$ cat src/tpg_pkg.sv
package tpg_pkg;

  // ==========================================================
  // Direct register offsets
  localparam logic [7:0] REG_SELECT_CONTROL = 8'h64;
  localparam logic [7:0] REG_CONFIG = 8'h65;
  localparam logic [7:0] REG_INDIRECT_ADDRESS = 8'h66;
  localparam logic [7:0] REG_INDIRECT_DATA = 8'h67;

  // ==========================================================
  // pattern_select_control fields
  localparam int SEL_PATTERN_LSB = 0;
  localparam int SEL_PATTERN_W = 5;
  localparam int SEL_INVERT_BIT = 5;
  localparam int SEL_CHECKER_CUSTOM_BIT = 6;
  localparam int SEL_ORDER_REVERSE_BIT = 7;
  localparam logic [7:0] SELECT_CONTROL_RESET = 8'h01;

  // ==========================================================
  // pattern_config fields
  localparam int CFG_ENABLE_BIT = 0;
  localparam int CFG_GLOBAL_INVERT_BIT = 1;
  localparam int CFG_COLOR18_BIT = 2;
  localparam int CFG_TIMING_LSB = 3;
  localparam int CFG_SCROLL_BIT = 5;
  localparam logic [7:0] CONFIG_RESET = 8'h00;

  typedef enum logic [1:0] {
    TPG_TIMING_EXTERNAL = 2'b00,
    TPG_TIMING_INTERNAL = 2'b01,
    TPG_TIMING_INT_EXTCLK = 2'b10
  } tpg_timing_t;

  // ==========================================================
  // Indirect register indices
  localparam int IND_RED = 0;
  localparam int IND_GREEN = 1;
  localparam int IND_BLUE = 2;
  localparam int IND_SCROLL_CTRL = 3;
  localparam int IND_SCROLL_FRAMES = 4;
  localparam int IND_ORDER_FIRST = 5;
  localparam int IND_HACT_LO = 13;
  localparam int IND_HTOT_LO = 15;
  localparam int IND_VACT_LO = 17;
  localparam int IND_VTOT_LO = 19;
  localparam int IND_HSYNC_W = 21;
  localparam int IND_VSYNC_W = 22;
  localparam int IND_OSC_DIV = 23;
  localparam int IND_RW_COUNT = 24;
  localparam logic [7:0] IND_WIDTH_LO = 8'h18;
  localparam logic [7:0] IND_WIDTH_HI = 8'h19;
  localparam logic [7:0] IND_HEIGHT_LO = 8'h1A;
  localparam logic [7:0] IND_HEIGHT_HI = 8'h1B;
  localparam logic [7:0] IND_STATUS = 8'h1C;

  // 640x480 style defaults, slots 0..15 showing patterns 1..16, 60 frames per step
  localparam logic [7:0] IND_RESET [IND_RW_COUNT] = '{
    8'hFF, 8'h00, 8'h00, 8'h0F, 8'h3C,
    8'h10, 8'h32, 8'h54, 8'h76, 8'h98, 8'hBA, 8'hDC, 8'hFE,
    8'h80, 8'h02, 8'h20, 8'h03, 8'hE0, 8'h01, 8'h0D, 8'h02,
    8'h60, 8'h02, 8'h01
  };

  // ==========================================================
  // Geometry and timing
  localparam int CW = 12;
  localparam int RAMP_BITS = 8;
  localparam int CHECKER_BIT = 5;
  localparam logic [4:0] PAT_WHITE = 5'h01;
  localparam logic [4:0] PAT_HRAMP_FIRST = 5'h06;
  localparam logic [4:0] PAT_VRAMP_FIRST = 5'h0A;
  localparam logic [4:0] PAT_CUSTOM = 5'h0E;
  localparam logic [4:0] PAT_CHECKER = 5'h0F;
  localparam logic [4:0] PAT_FOUR_COLOUR = 5'h10;
  localparam logic [4:0] PAT_BARS = 5'h11;
  localparam logic [7:0] COLOR18_MASK = 8'hFC;
  localparam int SYS_CLK_MHZ = 40;
  localparam int CLK_LOSS_NS = 1000;
  localparam int CLK_LOSS_CYCLES = (CLK_LOSS_NS * SYS_CLK_MHZ + 999) / 1000;

endpackage

$ cat src/tpg_top.sv
module tpg_top (
  input wire logic i_sys_clk,
  input wire logic i_rst,
  input wire logic i_power_down,
  input wire logic i_pix_stb,
  input wire logic i_ext_clk,
  input wire logic i_de,
  input wire logic i_hs,
  input wire logic i_vs,
  input wire logic [7:0] i_red,
  input wire logic [7:0] i_green,
  input wire logic [7:0] i_blue,
  input wire logic i_reg_wr,
  input wire logic i_reg_rd,
  input wire logic [7:0] i_reg_addr,
  input wire logic [7:0] i_reg_wdata,
  output logic [7:0] o_reg_rdata,
  output logic o_de,
  output logic o_hs,
  output logic o_vs,
  output logic [7:0] o_red,
  output logic [7:0] o_green,
  output logic [7:0] o_blue
);

  localparam int CW = tpg_pkg::CW;
  localparam int PIN_W = 29;

  // ==========================================================
  // Functions
  function automatic logic [3:0] ramp_shift(input logic [CW-1:0] w);
    logic [CW-1:0] m;
    logic [3:0] s;
    m = w - 1'b1;
    s = 4'h0;
    for (int i = tpg_pkg::RAMP_BITS; i < CW; i++) begin
      if (m[i]) begin
        s = 4'(i - tpg_pkg::RAMP_BITS + 1);
      end
    end
    return s;
  endfunction

  function automatic logic [23:0] prim(input logic [2:0] rgb_on, input logic [7:0] lvl);
    return {rgb_on[2] ? lvl : 8'h00, rgb_on[1] ? lvl : 8'h00, rgb_on[0] ? lvl : 8'h00};
  endfunction

  // Primary mask for solid and ramp groups: white, red, green, blue
  function automatic logic [2:0] group_mask(input logic [1:0] k);
    logic [2:0] m;
    unique case (k)
      2'h0: m = 3'b111;
      2'h1: m = 3'b100;
      2'h2: m = 3'b010;
      2'h3: m = 3'b001;
    endcase
    return m;
  endfunction

  // ==========================================================
  // Pin synchronisers
  logic [PIN_W-1:0] pin_meta_reg, pin_sync_reg;
  logic ext_clk_prev_reg;
  always_ff @(posedge i_sys_clk or posedge i_rst) begin
    if (i_rst) begin
      pin_meta_reg <= '0;
      pin_sync_reg <= '0;
      ext_clk_prev_reg <= 1'b0;
    end else begin
      pin_meta_reg <= {i_power_down, i_ext_clk, i_de, i_hs, i_vs, i_red, i_green, i_blue};
      pin_sync_reg <= pin_meta_reg;
      ext_clk_prev_reg <= pin_sync_reg[27];
    end
  end
  logic pd_s, ext_clk_s, de_s, hs_s, vs_s;
  logic [23:0] rgb_s;
  assign {pd_s, ext_clk_s, de_s, hs_s, vs_s, rgb_s} = pin_sync_reg;

  // ==========================================================
  // Registers
  logic [7:0] sel_reg, sel_next, cfg_reg, cfg_next, idx_reg, idx_next;
  logic [7:0] bank_reg [tpg_pkg::IND_RW_COUNT];
  logic [7:0] bank_next [tpg_pkg::IND_RW_COUNT];
  logic [7:0] rdata_reg, rdata_next;
  logic [CW-1:0] width_reg, height_reg;
  logic clk_present_reg;
  logic [4:0] pattern;
  tpg_pkg::tpg_timing_t timing_mode;

  assign timing_mode = tpg_pkg::tpg_timing_t'(cfg_reg[tpg_pkg::CFG_TIMING_LSB +: 2]);

  always_comb begin
    sel_next = sel_reg;
    cfg_next = cfg_reg;
    idx_next = idx_reg;
    bank_next = bank_reg;
    rdata_next = rdata_reg;
    if (i_reg_wr) begin
      unique case (i_reg_addr)
        tpg_pkg::REG_SELECT_CONTROL: sel_next = i_reg_wdata;
        tpg_pkg::REG_CONFIG: cfg_next = i_reg_wdata;
        tpg_pkg::REG_INDIRECT_ADDRESS: idx_next = i_reg_wdata;
        tpg_pkg::REG_INDIRECT_DATA: begin
          if (idx_reg < 8'(tpg_pkg::IND_RW_COUNT)) begin
            bank_next[idx_reg[4:0]] = i_reg_wdata;
          end
        end
        default: ;
      endcase
    end
    if (i_reg_rd) begin
      unique case (i_reg_addr)
        tpg_pkg::REG_SELECT_CONTROL: rdata_next = sel_reg;
        tpg_pkg::REG_CONFIG: rdata_next = cfg_reg;
        tpg_pkg::REG_INDIRECT_ADDRESS: rdata_next = idx_reg;
        tpg_pkg::REG_INDIRECT_DATA: begin
          if (idx_reg < 8'(tpg_pkg::IND_RW_COUNT)) begin
            rdata_next = bank_reg[idx_reg[4:0]];
          end else begin
            unique case (idx_reg)
              tpg_pkg::IND_WIDTH_LO: rdata_next = width_reg[7:0];
              tpg_pkg::IND_WIDTH_HI: rdata_next = 8'(width_reg[CW-1:8]);
              tpg_pkg::IND_HEIGHT_LO: rdata_next = height_reg[7:0];
              tpg_pkg::IND_HEIGHT_HI: rdata_next = 8'(height_reg[CW-1:8]);
              tpg_pkg::IND_STATUS: rdata_next = {2'b00, clk_present_reg, pattern};
              default: rdata_next = 8'h00;
            endcase
          end
        end
        default: rdata_next = 8'h00;
      endcase
    end
  end

  always_ff @(posedge i_sys_clk or posedge i_rst) begin
    if (i_rst) begin
      sel_reg <= tpg_pkg::SELECT_CONTROL_RESET;
      cfg_reg <= tpg_pkg::CONFIG_RESET;
      idx_reg <= 8'h00;
      bank_reg <= tpg_pkg::IND_RESET;
      rdata_reg <= 8'h00;
    end else begin
      sel_reg <= sel_next;
      cfg_reg <= cfg_next;
      idx_reg <= idx_next;
      bank_reg <= bank_next;
      rdata_reg <= rdata_next;
    end
  end

  logic [CW-1:0] h_act, h_tot, v_act, v_tot;
  assign h_act = {bank_reg[tpg_pkg::IND_HACT_LO + 1][CW-9:0], bank_reg[tpg_pkg::IND_HACT_LO]};
  assign h_tot = {bank_reg[tpg_pkg::IND_HTOT_LO + 1][CW-9:0], bank_reg[tpg_pkg::IND_HTOT_LO]};
  assign v_act = {bank_reg[tpg_pkg::IND_VACT_LO + 1][CW-9:0], bank_reg[tpg_pkg::IND_VACT_LO]};
  assign v_tot = {bank_reg[tpg_pkg::IND_VTOT_LO + 1][CW-9:0], bank_reg[tpg_pkg::IND_VTOT_LO]};

  // ==========================================================
  // Pixel clock selection
  logic [7:0] loss_cnt_reg, loss_cnt_next, osc_cnt_reg, osc_cnt_next;
  logic clk_present_next, osc_stb, ext_stb, use_internal, pix_en;
  always_comb begin
    loss_cnt_next = loss_cnt_reg;
    clk_present_next = clk_present_reg;
    if (i_pix_stb) begin
      loss_cnt_next = 8'h00;
      clk_present_next = 1'b1;
    end else if (loss_cnt_reg >= 8'(tpg_pkg::CLK_LOSS_CYCLES)) begin
      clk_present_next = 1'b0;
    end else begin
      loss_cnt_next = loss_cnt_reg + 8'h01;
    end
    osc_stb = (osc_cnt_reg >= bank_reg[tpg_pkg::IND_OSC_DIV]);
    osc_cnt_next = osc_stb ? 8'h00 : osc_cnt_reg + 8'h01;
  end
  always_ff @(posedge i_sys_clk or posedge i_rst) begin
    if (i_rst) begin
      loss_cnt_reg <= 8'h00;
      clk_present_reg <= 1'b0;
      osc_cnt_reg <= 8'h00;
    end else begin
      loss_cnt_reg <= loss_cnt_next;
      clk_present_reg <= clk_present_next;
      osc_cnt_reg <= osc_cnt_next;
    end
  end

  assign ext_stb = ext_clk_s & ~ext_clk_prev_reg;
  // One pixel step per selected clock
  always_comb begin
    unique case (timing_mode)
      tpg_pkg::TPG_TIMING_EXTERNAL: begin
        // Oscillator takes over when no input clock
        use_internal = ~clk_present_reg;
        pix_en = clk_present_reg ? i_pix_stb : osc_stb;
      end
      tpg_pkg::TPG_TIMING_INTERNAL: begin
        use_internal = 1'b1;
        pix_en = clk_present_reg ? i_pix_stb : osc_stb;
      end
      tpg_pkg::TPG_TIMING_INT_EXTCLK: begin
        use_internal = 1'b1;
        pix_en = ext_stb;
      end
      default: begin
        use_internal = 1'b1;
        pix_en = osc_stb;
      end
    endcase
    pix_en = pix_en & ~pd_s;
  end

  // ==========================================================
  // Timing, coordinates and measurement
  logic [CW-1:0] h_reg, h_next, v_reg, v_next, x_reg, x_next, y_reg, y_next;
  logic [CW-1:0] width_next, height_next, seg_reg, seg_next;
  logic [CW:0] blank_reg, blank_next;
  logic [2:0] band_reg, band_next;
  logic de_prev_reg, de_prev_next, vs_prev_reg, vs_prev_next;
  logic vs_seen_reg, vs_seen_next, frame_end;
  logic t_de, t_hs, t_vs;
  logic [CW-1:0] scale_w, scale_h;

  always_comb begin
    h_next = h_reg;
    v_next = v_reg;
    if (pix_en) begin
      if (h_reg >= h_tot - 1'b1) begin
        h_next = '0;
        v_next = (v_reg >= v_tot - 1'b1) ? '0 : v_reg + 1'b1;
      end else begin
        h_next = h_reg + 1'b1;
      end
    end
    if (use_internal) begin
      t_de = (h_reg < h_act) && (v_reg < v_act);
      t_hs = h_reg >= h_tot - CW'(bank_reg[tpg_pkg::IND_HSYNC_W]);
      t_vs = v_reg >= v_tot - CW'(bank_reg[tpg_pkg::IND_VSYNC_W]);
    end else begin
      t_de = de_s;
      t_hs = hs_s;
      t_vs = vs_s;
    end
    x_next = x_reg;
    y_next = y_reg;
    seg_next = seg_reg;
    band_next = band_reg;
    blank_next = blank_reg;
    width_next = width_reg;
    height_next = height_reg;
    de_prev_next = de_prev_reg;
    vs_prev_next = vs_prev_reg;
    vs_seen_next = vs_seen_reg;
    frame_end = 1'b0;
    scale_w = use_internal ? h_act : width_reg;
    scale_h = use_internal ? v_act : height_reg;
    if (pix_en) begin
      de_prev_next = t_de;
      vs_prev_next = t_vs;
      if (use_internal) begin
        frame_end = (h_reg >= h_tot - 1'b1) && (v_reg >= v_tot - 1'b1);
      end else begin
        if (t_vs & ~vs_prev_reg) begin
          vs_seen_next = 1'b1;
        end
        // Long blank stands in for frame sync
        frame_end = vs_seen_reg ? (t_vs & ~vs_prev_reg)
                                : (blank_reg == {width_reg, 1'b0} + 1'b1);
      end
      if (t_de) begin
        x_next = x_reg + 1'b1;
        blank_next = '0;
        if (seg_reg + 1'b1 >= (scale_w >> 3)) begin
          seg_next = '0;
          band_next = band_reg + 3'h1;
        end else begin
          seg_next = seg_reg + 1'b1;
        end
      end else begin
        x_next = '0;
        seg_next = '0;
        band_next = 3'h0;
        if (blank_reg[CW] == 1'b0) begin
          blank_next = blank_reg + 1'b1;
        end
      end
      if (de_prev_reg & ~t_de) begin
        y_next = y_reg + 1'b1;
        width_next = x_reg;
      end
      if (frame_end) begin
        y_next = '0;
        if (y_reg != '0) begin
          height_next = y_reg;
        end
      end
    end
  end

  always_ff @(posedge i_sys_clk or posedge i_rst) begin
    if (i_rst) begin
      h_reg <= '0;
      v_reg <= '0;
      x_reg <= '0;
      y_reg <= '0;
      seg_reg <= '0;
      band_reg <= 3'h0;
      blank_reg <= '0;
      width_reg <= '0;
      height_reg <= '0;
      de_prev_reg <= 1'b0;
      vs_prev_reg <= 1'b0;
      vs_seen_reg <= 1'b0;
    end else begin
      h_reg <= h_next;
      v_reg <= v_next;
      x_reg <= x_next;
      y_reg <= y_next;
      seg_reg <= seg_next;
      band_reg <= band_next;
      blank_reg <= blank_next;
      width_reg <= width_next;
      height_reg <= height_next;
      de_prev_reg <= de_prev_next;
      vs_prev_reg <= vs_prev_next;
      vs_seen_reg <= vs_seen_next;
    end
  end

  // ==========================================================
  // Auto-scroll
  logic [3:0] slot_reg, slot_next;
  logic [7:0] frames_reg, frames_next;
  logic [7:0] slot_byte;
  logic [3:0] slot_entry;
  always_comb begin
    slot_next = slot_reg;
    frames_next = frames_reg;
    if (frame_end && cfg_reg[tpg_pkg::CFG_SCROLL_BIT]) begin
      if (frames_reg + 8'h01 >= bank_reg[tpg_pkg::IND_SCROLL_FRAMES]) begin
        frames_next = 8'h00;
        slot_next = (slot_reg >= bank_reg[tpg_pkg::IND_SCROLL_CTRL][3:0]) ? 4'h0
                                                                         : slot_reg + 4'h1;
      end else begin
        frames_next = frames_reg + 8'h01;
      end
    end
    slot_byte = bank_reg[tpg_pkg::IND_ORDER_FIRST + 32'(slot_reg[3:1])];
    slot_entry = slot_reg[0] ? slot_byte[7:4] : slot_byte[3:0];
    pattern = cfg_reg[tpg_pkg::CFG_SCROLL_BIT] ? {1'b0, slot_entry} + 5'h01
                                               : sel_reg[tpg_pkg::SEL_PATTERN_LSB +:
                                                         tpg_pkg::SEL_PATTERN_W];
  end
  always_ff @(posedge i_sys_clk or posedge i_rst) begin
    if (i_rst) begin
      slot_reg <= 4'h0;
      frames_reg <= 8'h00;
    end else begin
      slot_reg <= slot_next;
      frames_reg <= frames_next;
    end
  end

  // ==========================================================
  // Pattern colour and two-stage output
  logic [23:0] colour, hold_rgb_reg, hold_rgb_next, out_rgb_next;
  logic [7:0] h_lvl, v_lvl, px_mask;
  logic [2:0] hold_sync_reg, hold_sync_next;
  logic [26:0] out_reg, out_next;
  always_comb begin
    h_lvl = 8'(x_reg >> ramp_shift(scale_w));
    v_lvl = 8'(y_reg >> ramp_shift(scale_h));
    unique case (pattern)
      5'h01, 5'h02, 5'h03, 5'h04, 5'h05: begin
        colour = (pattern == 5'h02) ? 24'h000000
               : prim(group_mask(2'(pattern - 5'h02 + {4'h0, pattern == tpg_pkg::PAT_WHITE})),
                      8'hFF);
      end
      5'h06, 5'h07, 5'h08, 5'h09: colour = prim(group_mask(2'(pattern - tpg_pkg::PAT_HRAMP_FIRST)),
                                              h_lvl);
      5'h0A, 5'h0B, 5'h0C, 5'h0D: colour = prim(group_mask(2'(pattern - tpg_pkg::PAT_VRAMP_FIRST)),
                                              v_lvl);
      tpg_pkg::PAT_CUSTOM: colour = {bank_reg[tpg_pkg::IND_RED], bank_reg[tpg_pkg::IND_GREEN],
                                     bank_reg[tpg_pkg::IND_BLUE]};
      tpg_pkg::PAT_CHECKER: begin
        if (x_reg[tpg_pkg::CHECKER_BIT] ^ y_reg[tpg_pkg::CHECKER_BIT]) begin
          colour = 24'h000000;
        end else if (sel_reg[tpg_pkg::SEL_CHECKER_CUSTOM_BIT]) begin
          colour = {bank_reg[tpg_pkg::IND_RED], bank_reg[tpg_pkg::IND_GREEN],
                    bank_reg[tpg_pkg::IND_BLUE]};
        end else begin
          colour = 24'hFFFFFF;
        end
      end
      // Yellow, cyan, blue, red or reversed
      tpg_pkg::PAT_FOUR_COLOUR: begin
        unique case (band_reg[2:1] ^ {2{sel_reg[tpg_pkg::SEL_ORDER_REVERSE_BIT]}})
          2'h0: colour = 24'hFFFF00;
          2'h1: colour = 24'h00FFFF;
          2'h2: colour = 24'h0000FF;
          2'h3: colour = 24'hFF0000;
        endcase
      end
      tpg_pkg::PAT_BARS: colour = prim(~{band_reg[1], band_reg[2], band_reg[0]}, 8'hFF);
      default: colour = 24'h000000;
    endcase
    if (sel_reg[tpg_pkg::SEL_INVERT_BIT] ^ cfg_reg[tpg_pkg::CFG_GLOBAL_INVERT_BIT]) begin
      colour = ~colour;
    end
    // Full eight bits unless 18-bit mode
    px_mask = cfg_reg[tpg_pkg::CFG_COLOR18_BIT] ? tpg_pkg::COLOR18_MASK : 8'hFF;
    colour = colour & {3{px_mask}};
    hold_rgb_next = hold_rgb_reg;
    hold_sync_next = hold_sync_reg;
    out_next = out_reg;
    out_rgb_next = hold_rgb_reg;
    // Two pixel clocks from input to output
    if (pix_en) begin
      hold_sync_next = {t_de, t_hs, t_vs};
      hold_rgb_next = cfg_reg[tpg_pkg::CFG_ENABLE_BIT] ? colour : rgb_s;
      out_next = {hold_sync_reg, out_rgb_next};
    end
  end
  always_ff @(posedge i_sys_clk or posedge i_rst) begin
    if (i_rst) begin
      hold_rgb_reg <= 24'h000000;
      hold_sync_reg <= 3'h0;
      out_reg <= '0;
    end else begin
      hold_rgb_reg <= hold_rgb_next;
      hold_sync_reg <= hold_sync_next;
      out_reg <= out_next;
    end
  end

  assign o_reg_rdata = rdata_reg;
  assign {o_de, o_hs, o_vs, o_red, o_green, o_blue} = out_reg;

endmodule

$ cat config.mk
export PLATFORM = sky130hd
export DESIGN_NAME = tpg_top
export DESIGN_NICKNAME = d
export VERILOG_FILES = /design/src/tpg_pkg.sv /design/src/tpg_top.sv
export SDC_FILE = /design/constraint.sdc
export NUM_CORES = 1
export LEC_CHECK = 0
export CAP_MARGIN = 5
export CORE_MARGIN = 2
export CORE_UTILIZATION = 44
export DETAILED_ROUTE_END_ITERATION = 8
export DONT_BUFFER_PORTS = 1
export GPL_ROUTABILITY_DRIVEN = 0
export GPL_TIMING_DRIVEN = 0
export RECOVER_POWER = 25
export SETUP_SLACK_MARGIN = 0.15
export SLEW_MARGIN = 5
export SYNTH_ARGS = -nofsm -noshare
export SYNTH_HDL_FRONTEND = slang
export SYNTH_SLANG_ARGS = --single-unit
$ cat constraint.sdc
create_clock -name i_sys_clk -period 15.35 [get_ports i_sys_clk]
set_clock_uncertainty 0.15 [all_clocks]
set_input_delay 2.3025 -clock i_sys_clk [delete_from_list [all_inputs] [get_ports i_sys_clk]]
set_output_delay 2.3025 -clock i_sys_clk [all_outputs]
set_load 0.02 [all_outputs]
# [Yosys cells after proc, flatten, opt, wreduce, memory -nomap -nowiden]
# Index checks and enable logic that the tools add are counted.
[totals] reg_bits=469 in_bits=50 output_inout_bits=35
[op_classes] n_lt_le_gt_ge=15 n_shift=2 n_addsub=24 n_eq_ne=44 bitwise_logic=18 mux=78 reduce_logical=28
[op_table] op="bitwise mux 192 bit" count=1
[op_table] op="two-way mux 8 bit" count=22
[op_table] op="one-hot mux 24 bit (7 select lines)" count=1
[op_table] op="two-way mux 24 bit" count=5
[op_table] op="two-way mux 12 bit" count=9
[op_table] op="one-hot mux 24 bit (4 select lines)" count=1
[op_table] op="binary-select mux 8 bit (select 5 bit)" count=2
[op_table] op="adder 12 x 1 -> 12 bit (second input constant)" count=5
[op_table] op=">= comparator 12 bit" count=4
[op_table] op="subtractor 12 x 1 -> 12 bit (second input constant)" count=4
[op_table] op="demux 8 bit (select 5 bit)" count=1
[op_table] op="== test 5 x 4 -> 1 bit (second input constant)" count=8
[op_table] op="== test 8 x 5 -> 1 bit (second input constant)" count=5
[op_table] op="one-hot mux 8 bit (5 select lines)" count=1
[op_table] op="one-hot mux 3 bit (4 select lines)" count=3
[op_table] op=">= comparator 33 x 6 -> 1 bit (second input constant)" count=1
[op_table] op="inverter 4 -> 33 bit" count=1
[op_table] op="== test 8 x 7 -> 1 bit (second input constant)" count=4
[op_table] op="two-way mux 4 bit" count=8
[op_table] op="one-hot mux 8 bit (4 select lines)" count=1
[op_table] op="adder 13 x 1 -> 13 bit (second input constant)" count=2
[op_table] op="two-way mux 13 bit" count=2
[op_table] op="adder 8 x 1 -> 8 bit (second input constant)" count=3
[op_table] op="bitwise AND 24 bit" count=1
[op_table] op="46 further kinds" count=114

# [Logic depth before layout (Yosys ltp)]
# Gate-level depths: netlist of run 1.
[logic_depth] ltp_word=20 depth_mapped=25

# [Worst setup path before layout of run 1]
# No wires, ideal clock.
[synth_path] path_kind="input-to-reg" startpoint="input i_reg_addr[7]" endpoint="register bank_reg[66] in the netlist's numbering" arrival_time_ns=4.487 cell_stages=9 path_slack_ns=10.589 path_buffers=2 setup_time_ns=0.125 path_cell_list="nand4bb_1 -> nor3b_1 -> and3_1 -> clkbuf_1 -> and3_1 -> clkbuf_1 -> nand3_1 -> nor2_1 -> mux2_2"
[synth_between] elab_chain_cells=2
[synth_rtl] element="from (decl)" line_no="tpg_top.sv:15" text="input wire logic [7:0] i_reg_addr,"
[synth_rtl] element="== test 8 x 7 -> 1 bit" line_no="tpg_top.sv:99" text="unique case (i_reg_addr)"
[synth_rtl] element="AND reduction 3 bit (no source line)"
[synth_rtl] element="to (signal assigned)" line_no="tpg_top.sv:140" text="bank_reg <= tpg_pkg::IND_RESET;"
[synth_rtl] element="to (signal assigned)" line_no="tpg_top.sv:146" text="bank_reg <= bank_next;"
[synth_rtl] element="to (decl)" line_no="tpg_top.sv:82" text="logic [7:0] bank_reg [tpg_pkg::IND_RW_COUNT];"
# Every way passes these cells.
# A chain may end at the register's enable or synchronous reset.

==> results of run 1 <==
## critical path: stages
cell,delay (ps)
clkinvlp_2,330
clkbuf_1,1260
clkbuf_1,1610
clkbuf_1,1200
buf_12,320
## cell usage in the layout (no fill, tap or decap), types with 11 or more instances in the layout
cell type	n
or3_1	21
clkbuf_1	113
inv_1	120
clkinv_2	11
ha_1	136
dfrtp_1	401
nor3_1	35
a21o_1	50
nand4_1	15
buf_2	12
o21ai_0	140
a221oi_1	14
o22ai_1	22
xor2_1	39
a21oi_1	93
and3_1	34
nand2_1	257
xnor2_1	61
nor2b_1	31
mux4_2	61
dfstp_2	66
nor2_1	180
o211ai_1	27
buf_1	18
nor4_1	19
nand2b_1	28
nand3_1	54
o21bai_1	12
a22o_1	11
clkbuf_16	53
mux2_2	225
mux2i_1	93
nor3b_1	26
## cell families (layout without fill, tap and decap cells)
group / after synthesis / count (layout) / synth area share
adder cells (fa/ha/maj): 139 / 139 / 0.0635
multiplexers: 388 / 388 / 0.183
XOR/XNOR: 102 / 102 / 0.0329
AO/OA/AOI/OAI: 502 / 502 / 0.122
buffers and inverters: 273 / 386 / 0.0415
flip-flops: 467 / 467 / 0.427
AND/OR/NAND/NOR: 746 / 746 / 0.130
## cell type report
class	count	area, sq um
clock buffers	65	1450
clock inverters	34	435
flip-flops and latches	467	11800
fillers	5591	31100
well taps	837	1050
plain buffers	150	682
repair buffers	14	184
multi-input cells	1877	14700
inverters	123	463
## power breakdown
| part | internal (uW) | total [uW] | switching (uW) |
|---|---|---|---|
| Combinational | 203 | 534 | 331 |
| Clock | 798 | 1370 | 568 |
| Sequential | 1290 | 1370 | 80.4 |
## final timing paths
| path | depth (start not counted) | end | slack, ps |
|---|---|---|---|
| worst min-delay path | 0 | pin_sync_reg[6] | 200 |
| worst max register to register | 22 | hold_rgb_reg[16] | 9570 |
| min in group asynchronous | 1 | pin_meta_reg[28] | 1430 |
| max in group i_sys_clk | 9 | hold_sync_reg[1] | 9520 |
| worst max-delay path | 5 | bank_reg[132] | 8860 |
| worst min register to register | 0 | pin_sync_reg[6] | 200 |
## metal layers
metal  GRT usage  vias to the layer above  part of all wire
li1            -                     9591                 -
met3      0.0663                      261             0.088
met4       0.117                        2             0.047
met5           0                        -           0.00014
met1       0.357                    10700              0.41
met2       0.429                      972              0.45
## metrics by stage
step                hold slack, ps  setup slack [ps]  total power, uW  instance area (sq um)  cells
detailed placement             185              8950             1920                  28900   3468
CTS                            199              9600             3290                  30800   3567
global route                   208              7800             3400                  30700   3567
global placement               183              4200             1900                  28600   3454
finish                         198              8860             3270                  30700   3567
floorplan                      181              6630             1740                  27600   2617
==> reports/metrics.csv, run 1 <==
metric,value,unit
worst_slew_margin_relative_to_its_limit,-0.515,
postSynthAreaPerCell,10.5,sq um
leakage_power_of_the_design,0.0140,uW
post_cts_hold_buffer_count,0,
wire_length_of_the_first_global_routing_pass,132000,microns
synth.yosys.warnings,0,
initialDrtViolationCount,2379,
route.detailed.drc,0,
detail_route.wl_per_cell,24.5,microns
vias,21500,
place_hpwl,65100,microns
setup_tns,0,ps
async_reset_ff_frac,1.00,
drt_pre_antenna_iters,7,
core,0.0618,sq mm
clock-sinks,467,
worst-setup-path-type,in -> async,
final.min_clock_period,6490,ps
flow.area_growth_from_synthesis,11.3,%
place.port_buffers,0,
maxClockFrequency,0.154,GHz
r2r_start,slot_reg[2],
tritoncts,built,
clock_tree.buffer_depth,3,
worst_setup_path_end_kind,asynchronous set/reset pin,
fp.dieW,254,microns
finalWirelength,87600,microns
largest_net_degree_at_the_start_of_global_routing,42,
drv_cap,5,
post-route-util,0.497,
worstHoldPathType,reg -> reg,
post_cts.repair.setup_buffers,0,
synth.most_common_cell,dfrtp_1,
crit_path_start_kind,input port,
number_of_flip_flops_under_the_largest_register_name,192,
timing.final.hold_violations,0,
synth_cell_type_count,87,
number_of_buffers_created_by_cts,53,
drive_gt1_frac,0.189,
nNetsFinal,2874,
grtUsageTotal,0.272,
synth-seq-cells,467,
antennaDiodeCount,0,
startpoint,i_rst,
clkLatencyLatePin,650,ps
synth_area,0.0276,sq mm
row_count,91,
number_of_enable_type_register_cells_in_the_synthesized_netlist,0,
boundary_pin_count,85,
avgViaCountPerCell,6.04,
failed_checks,"max-capacitance violations, max-slew violations",
synth.net_count,2805,
start_util,0.446,
final_setup_violations,0,
synth_top_area_cell,dfrtp_1,
finalMaxSlewViolations,175,
ys.flop_type,dfrtp_1,
netlist_instances,2617,
setup_repair_after_global_routing_missed_its_margin,no,
design.die.area,0.0647,sq mm
power-per-cell-area,107,mW/mm^2
worstMarginPinSlew,2270,ps
gates_resized_cts_repair,0,
grt_remaining_overflow,0,
final_min_period_over_clock_period,0.423,
antenna_violations_before_repair,2,
yosysSeqAreaShare,0.427,
final_antenna_net_count,0,
ctsRootBufferMaster,clkbuf_16,
synth.cells.most_frequent,"401 x dfrtp_1, 257 x nand2_1, 225 x mux2_2",
die_height,254,microns
data_required_critical_path,15960,ps
cts.reportedPaths.clkPinSlew,60,ps
critical_path_arrival,7110,ps
status,"finished, violations left",
number_of_global_route_vias_before_repair,21400,
yosys.area.top_type_share,0.364,
timing.hold.worst.start,pin_meta_reg[6],
worstPathMaxFanout,38,
peak_vdd_ir,0.0797,mV
h-tree-depth,2,
synth_top_cells_by_area,"dfrtp_1 36%, mux2_2 9.2%, dfstp_2 6.3%, ha_1 6.2%, mux4_2 5.0%",
(Power assumes the default switching activity.)
==> inputs of run 2 (changes only) <==
clock period = 5.75 ns   (was 15.35 ns; I/O delays follow)
==> reports/metrics.csv, run 2 (synthesized netlist as in run 1, its figures left out) <==
metric,value,unit,change
max_stage_delay,880,ps,-730 ps
worstPathMaxFanout,10,,-74%
route.detailed.drc,0,,unchanged
worstHoldPathType,in -> reg,,
ctsRootBufferMaster,clkbuf_16,,
flow.area_growth_from_synthesis,11.6,%,
library_cell_appearing_most_often_on_the_critical_path,clkbuf_1,,
final.min_clock_period,5430,ps,
setup_repair_after_global_routing_missed_its_margin,no,,
row_count,91,,unchanged
place.port_buffers,0,,unchanged
power-per-cell-area,284,mW/mm^2,+170%
number_of_buffers_created_by_cts,53,,unchanged
design.die.area,0.0647,sq mm,unchanged
place_hpwl,65100,microns,unchanged
die_height,254,microns,unchanged
drt_pre_antenna_iters,6,,-1
peak_vdd_ir,0.212,mV,+170%
drive_gt1_frac,0.192,,+0.00323
status,"finished, violations left",,
avgViaCountPerCell,6.02,,-0.28%
finalWirelength,87200,microns,-0.37%
worst-setup-path-type,reg -> reg,,
maxClockFrequency,0.184,GHz,
worst_setup_path_end_kind,register,,
post_layout_nonfiller_instances,3570,,+0.084%
final_min_period_over_clock_period,0.944,,
final_antenna_net_count,0,,unchanged
post-route-util,0.498,,+0.00119
clkLatencyLatePin,650,ps,about the same
tritoncts,built,,
critical_path_arrival,5750,ps,-1360 ps
design_power_total,8740,uW,+170%
fp.dieW,254,microns,unchanged
start_util,0.446,,unchanged
slowest_stage,clkbuf_1,,
place_inst,3468,,unchanged
initialDrtViolationCount,2322,,-2.4%
core,0.0618,sq mm,unchanged
path_cells,clkbuf_1 -> clkbuf_1 -> clkbuf_1 -> buf_1 -> mux4_2 -> o21ai_0 -> o22ai_1 -> a221oi_1 -> o22ai_1,,
failed_checks,"max-capacitance violations, max-slew violations",,
leakage_power_of_the_design,0.0140,uW,+0.13%
leading_cell_type_in_the_layout_fill_and_taps_excluded,dfrtp_1,,
worstMarginPinSlew,2250,ps,-22.9 ps
drv_cap,4,,-1
number_of_flip_flops_under_the_largest_register_name,192,,unchanged
grtUsageTotal,0.272,,about the same
h-tree-depth,2,,unchanged
clock_tree.buffer_depth,3,,unchanged
detail_route.wl_per_cell,24.4,microns,-0.45%
wire_length_of_the_first_global_routing_pass,132000,microns,about the same
final_cell_mix,"401 x dfrtp_1, 256 x nand2_1, 225 x mux2_2",,
boundary_pin_count,85,,unchanged
crit_path_start_kind,register,,
data_required_critical_path,6070,ps,-9890 ps
hold_ws,101,ps,-96.5 ps
clock-sinks,467,,unchanged
grt_remaining_overflow,0,,unchanged
antenna_violations_before_repair,2,,unchanged
largest_net_degree_at_the_start_of_global_routing,42,,unchanged
cts.reportedPaths.clkPinSlew,70,ps,about the same
worst_slew_margin_relative_to_its_limit,-0.500,,+0.0153
final_setup_violations,0,,unchanged
nNetsFinal,2875,,+0.035%
number_of_global_route_vias_before_repair,21500,,+0.093%
finalMaxSlewViolations,147,,-16%
timing.final.hold_violations,0,,unchanged
vias,21500,,-0.20%
==> run 2: layout make-up <==
type	count	area, sq um
clock inverters	34	435
inverters	123	463
clock buffers	65	1450
fillers	5585	31000
well taps	837	1050
plain buffers	149	679
multi-input cells	1877	14700
flip-flops and latches	467	11800
diodes	2	5.00
repair buffers	16	224
==> run 2: per-stage QoR <==
step	instance area, sq um	worst slack, ps	TNS (ps)
after CTS	30800	156	0
final	30800	323	0
after global routing	30800	79.6	0
after global placement	28600	-3960	-1669400
after floorplan	27600	-1530	-614140
after detailed placement	28900	144	0
==> run 2: repair_timing <==
item,4_1_cts,5_1_grt
buffers inserted,0,1
endpoints found under the setup margin,4,55
hold endpoints to repair,12,0
pin swaps,0,1
hold buffers,1,0
gates resized for setup,1,9
==> run 2: final timing paths <==
kind,slack (ps),cells after the start,to,startpoint
setup reg to reg,320,9,o_reg_rdata[6],idx_reg[1]
hold reg to reg,200,0,pin_sync_reg[6],pin_meta_reg[6]
hold / removal,100,0,pin_meta_reg[12],i_green[4]
setup / recovery,320,9,o_reg_rdata[6],idx_reg[1]
min in group asynchronous,580,2,pin_sync_reg[26],i_rst
max in group asynchronous,900,7,pin_meta_reg[0],i_rst
==> run 2: routing by layer <==
layer / wire length [microns] / up-vias / global-route usage
li1: - / 9598 / -
met1: 36100 / 10700 / 0.357
met2: 39600 / 900 / 0.429
met3: 7420 / 257 / 0.0658
met4: 4130 / 2 / 0.119
met5: 12 / - / 0
==> run 2: worst max-delay path, delay by kind of cell, from the launching register on <==
family / cells / cell delay (ps)
compound gates: 4 / 1330
buf+inv: 4 / 2960
flops: 1 / 330
mux: 1 / 460
==> run 2: report_power, final <==
group	switching, uW	internal [uW]
combinational	886	546
clock	1510	2130
sequential	216	3450
total	2610	6120
==> inputs of run 3 (changes only) <==
CTS_BUF_LIST = sky130_fd_sc_hd__clkbuf_4   (was default)
==> reports/metrics.csv, run 3 (synthesized netlist as in run 1, its figures left out) <==
metric,value,unit,change
leakage_power_of_the_design,0.0143,uW,+1.7%
internal_power,5670,uW,-7.5%
timing.final.hold_violations,0,,unchanged
route.met2.wl,40100,microns,+1.3%
top_layer_used,met5,,
finalWirelength,88300,microns,+1.2%
fp.dieW,254,microns,unchanged
pwr-share-comb,0.175,,+0.011
detailed_place.area,0.0289,sq mm,unchanged
drv_cap,4,,unchanged
design.die.area,0.0647,sq mm,unchanged
worstHoldPathType,in -> reg,,
place_inst,3468,,unchanged
drive_gt1_frac,0.224,,+0.0324
place_hpwl,65100,microns,unchanged
cp_top_family,compound AO/OA/AOI/OAI gates,,
worstPathMaxFanout,10,,unchanged
routedLengthMet1,36500,microns,+1.4%
power-per-cell-area,268,mW/mm^2,-5.5%
sequentialPowerShare,0.442,,+0.023
nNetsFinal,2985,,+3.8%
status,"finished, violations left",,
wire_length_of_the_first_global_routing_pass,134000,microns,+1.2%
leading_cell_type_in_the_layout_fill_and_taps_excluded,dfrtp_1,,
h-tree-depth,4,,+2
switching_share,0.317,,+0.0177
die_height,254,microns,unchanged
boundary_pin_count,85,,unchanged
final_setup_violations,0,,unchanged
setup_repair_after_global_routing_missed_its_margin,no,,
ctsRootBufferMaster,clkbuf_4,,
final_min_period_over_clock_period,0.959,,+0.0154
worst-path-buf-inv,5,,+1
grtUsageTotal,0.278,,+0.00544
final.min_clock_period,5520,ps,+88.4 ps
wl_met3,7600,microns,+2.4%
route.detailed.drc,0,,unchanged
tritoncts,built,,
clock_tree.buffer_depth,3,,unchanged
crit_path_start_kind,register,,
core,0.0618,sq mm,unchanged
failed_checks,"max-capacitance violations, max-slew violations",,
path_cells,ha_1 -> buf_4 -> buf_6 -> nor2b_1 -> o2bb2ai_1 -> o311ai_0 -> nand4_1 -> inv_1 -> nand2_1 -> o21ai_1 -> inv_1 -> ha_1 -> inv_1 -> nor2_1 -> and3_1 -> ha_1 -> xor2_1 -> nor2_1 -> nor2_1 -> o32ai_1 -> nand2_1 -> o211ai_1 -> mux2i_1 -> nand2_1,,
worst-setup-path-type,reg -> reg,,
final_cell_mix,"401 x dfrtp_1, 256 x nand2_1, 225 x mux2_2",,
worst-r2r-setup-slack,230,ps,-90 ps
worst_slew_margin_relative_to_its_limit,-0.520,,-0.0196
data_required_critical_path,6470,ps,+400 ps
clkPwrFrac,0.383,,-0.034
place.port_buffers,0,,unchanged
clock-sinks,467,,unchanged
slowest_stage,dfrtp_1,,
post_layout_nonfiller_instances,3732,,+4.5%
maxClockFrequency,0.181,GHz,-1.6%
antenna_violations_before_repair,4,,+2
post-route-cell-area,0.0309,sq mm,+0.40%
critical_path_arrival,6240,ps,+490 ps
number_of_global_route_vias_before_repair,22200,,+3.2%
number_of_buffers_created_by_cts,133,,+150%
setup_tns,0,ps,unchanged
p_sw,2630,uW,+0.52%
worstMarginPinSlew,2280,ps,+29.4 ps
finalMaxSlewViolations,148,,+0.68%
start_util,0.446,,unchanged
final_antenna_net_count,0,,unchanged
drt_pre_antenna_iters,9,,+3
detail_route.wl_per_cell,23.7,microns,-3.2%
number_of_flip_flops_under_the_largest_register_name,192,,unchanged
cts.reportedPaths.clkPinSlew,70,ps,about the same
avgViaCountPerCell,5.95,,-1.3%
row_count,91,,unchanged
initialDrtViolationCount,2158,,-7.1%
flow.area_growth_from_synthesis,12.0,%,
grt_remaining_overflow,0,,unchanged
largest_net_degree_at_the_start_of_global_routing,42,,unchanged
post-route-util,0.500,,+0.00198
worst_setup_path_end_kind,register,,
vias,22200,,+3.2%
peak_vdd_ir,0.176,mV,-17%
max_stage_delay,490,ps,-390 ps
clkLatencyLatePin,1030,ps,+380 ps
-- run 3: cell count changes in the layout (fill, tap and decap cells not counted), moves of 6 or more --
cell and delta:
clkbuf_8 -8, clkbuf_16 -53, bufinv_16 -6, dlygate4sd3_1 +30, clkinv_1 +12, clkbuf_4 +203
clkinv_2 -9
-- run 3: power groups by stage --
stage	logic (uW)	clock network [uW]	registers (uW)
after floorplan	1000	0	3650
after global placement	1350	0	3720
final	1460	3180	3660
after detailed placement	1400	0	3720
after global routing	1580	3400	3680
after CTS	1430	3240	3660
-- run 3: worst paths after layout --
path                                       start                to  depth (start not counted)
worst min register to register  pin_meta_reg[28]  pin_sync_reg[28]                          0
worst max register to register       slot_reg[2]  hold_rgb_reg[16]                         24
min in group asynchronous                  i_rst  ext_clk_prev_reg                          2
worst min-delay path               i_reg_addr[0]        sel_reg[7]                          2
worst max-delay path                 slot_reg[2]  hold_rgb_reg[16]                         24
max in group asynchronous                  i_rst  pin_meta_reg[21]                          7
-- run 3: per-layer routing --
metal	vias up	global-route usage
li1	9899	-
met1	11000	0.359
met2	1024	0.434
met3	262	0.0733
met4	6	0.133
met5	-	0
-- run 3: timing repair --
| item | 4_1_cts | 5_1_grt |
|---|---|---|
| endpoints found under the hold margin | 78 | 0 |
| setup buffers | 0 | 1 |
| gates resized for setup | 1 | 12 |
| pin swaps | 0 | 1 |
| endpoints found under the setup margin | 5 | 54 |
| hold buffers | 31 | 0 |
-- run 3: stage by stage --
stage | hold slack [ps] | power [uW] | setup slack, ps
global route | 105 | 8670 | 161
finish | 115 | 8290 | 235
global placement | 183 | 5060 | -3960
CTS | 22.1 | 8330 | 184
detailed placement | 185 | 5120 | 144
floorplan | 181 | 4650 | -1530
-- run 3: area by class of cell --
type | instances | area (sq um)
diodes | 1 | 2.50
plain buffers | 149 | 686
clock buffers | 203 | 1520
clock inverters | 29 | 188
fillers | 5620 | 30900
inverters | 123 | 463
multi-input cells | 1877 | 14700
flip-flops and latches | 467 | 11800
well taps | 837 | 1050
repair buffers | 46 | 518
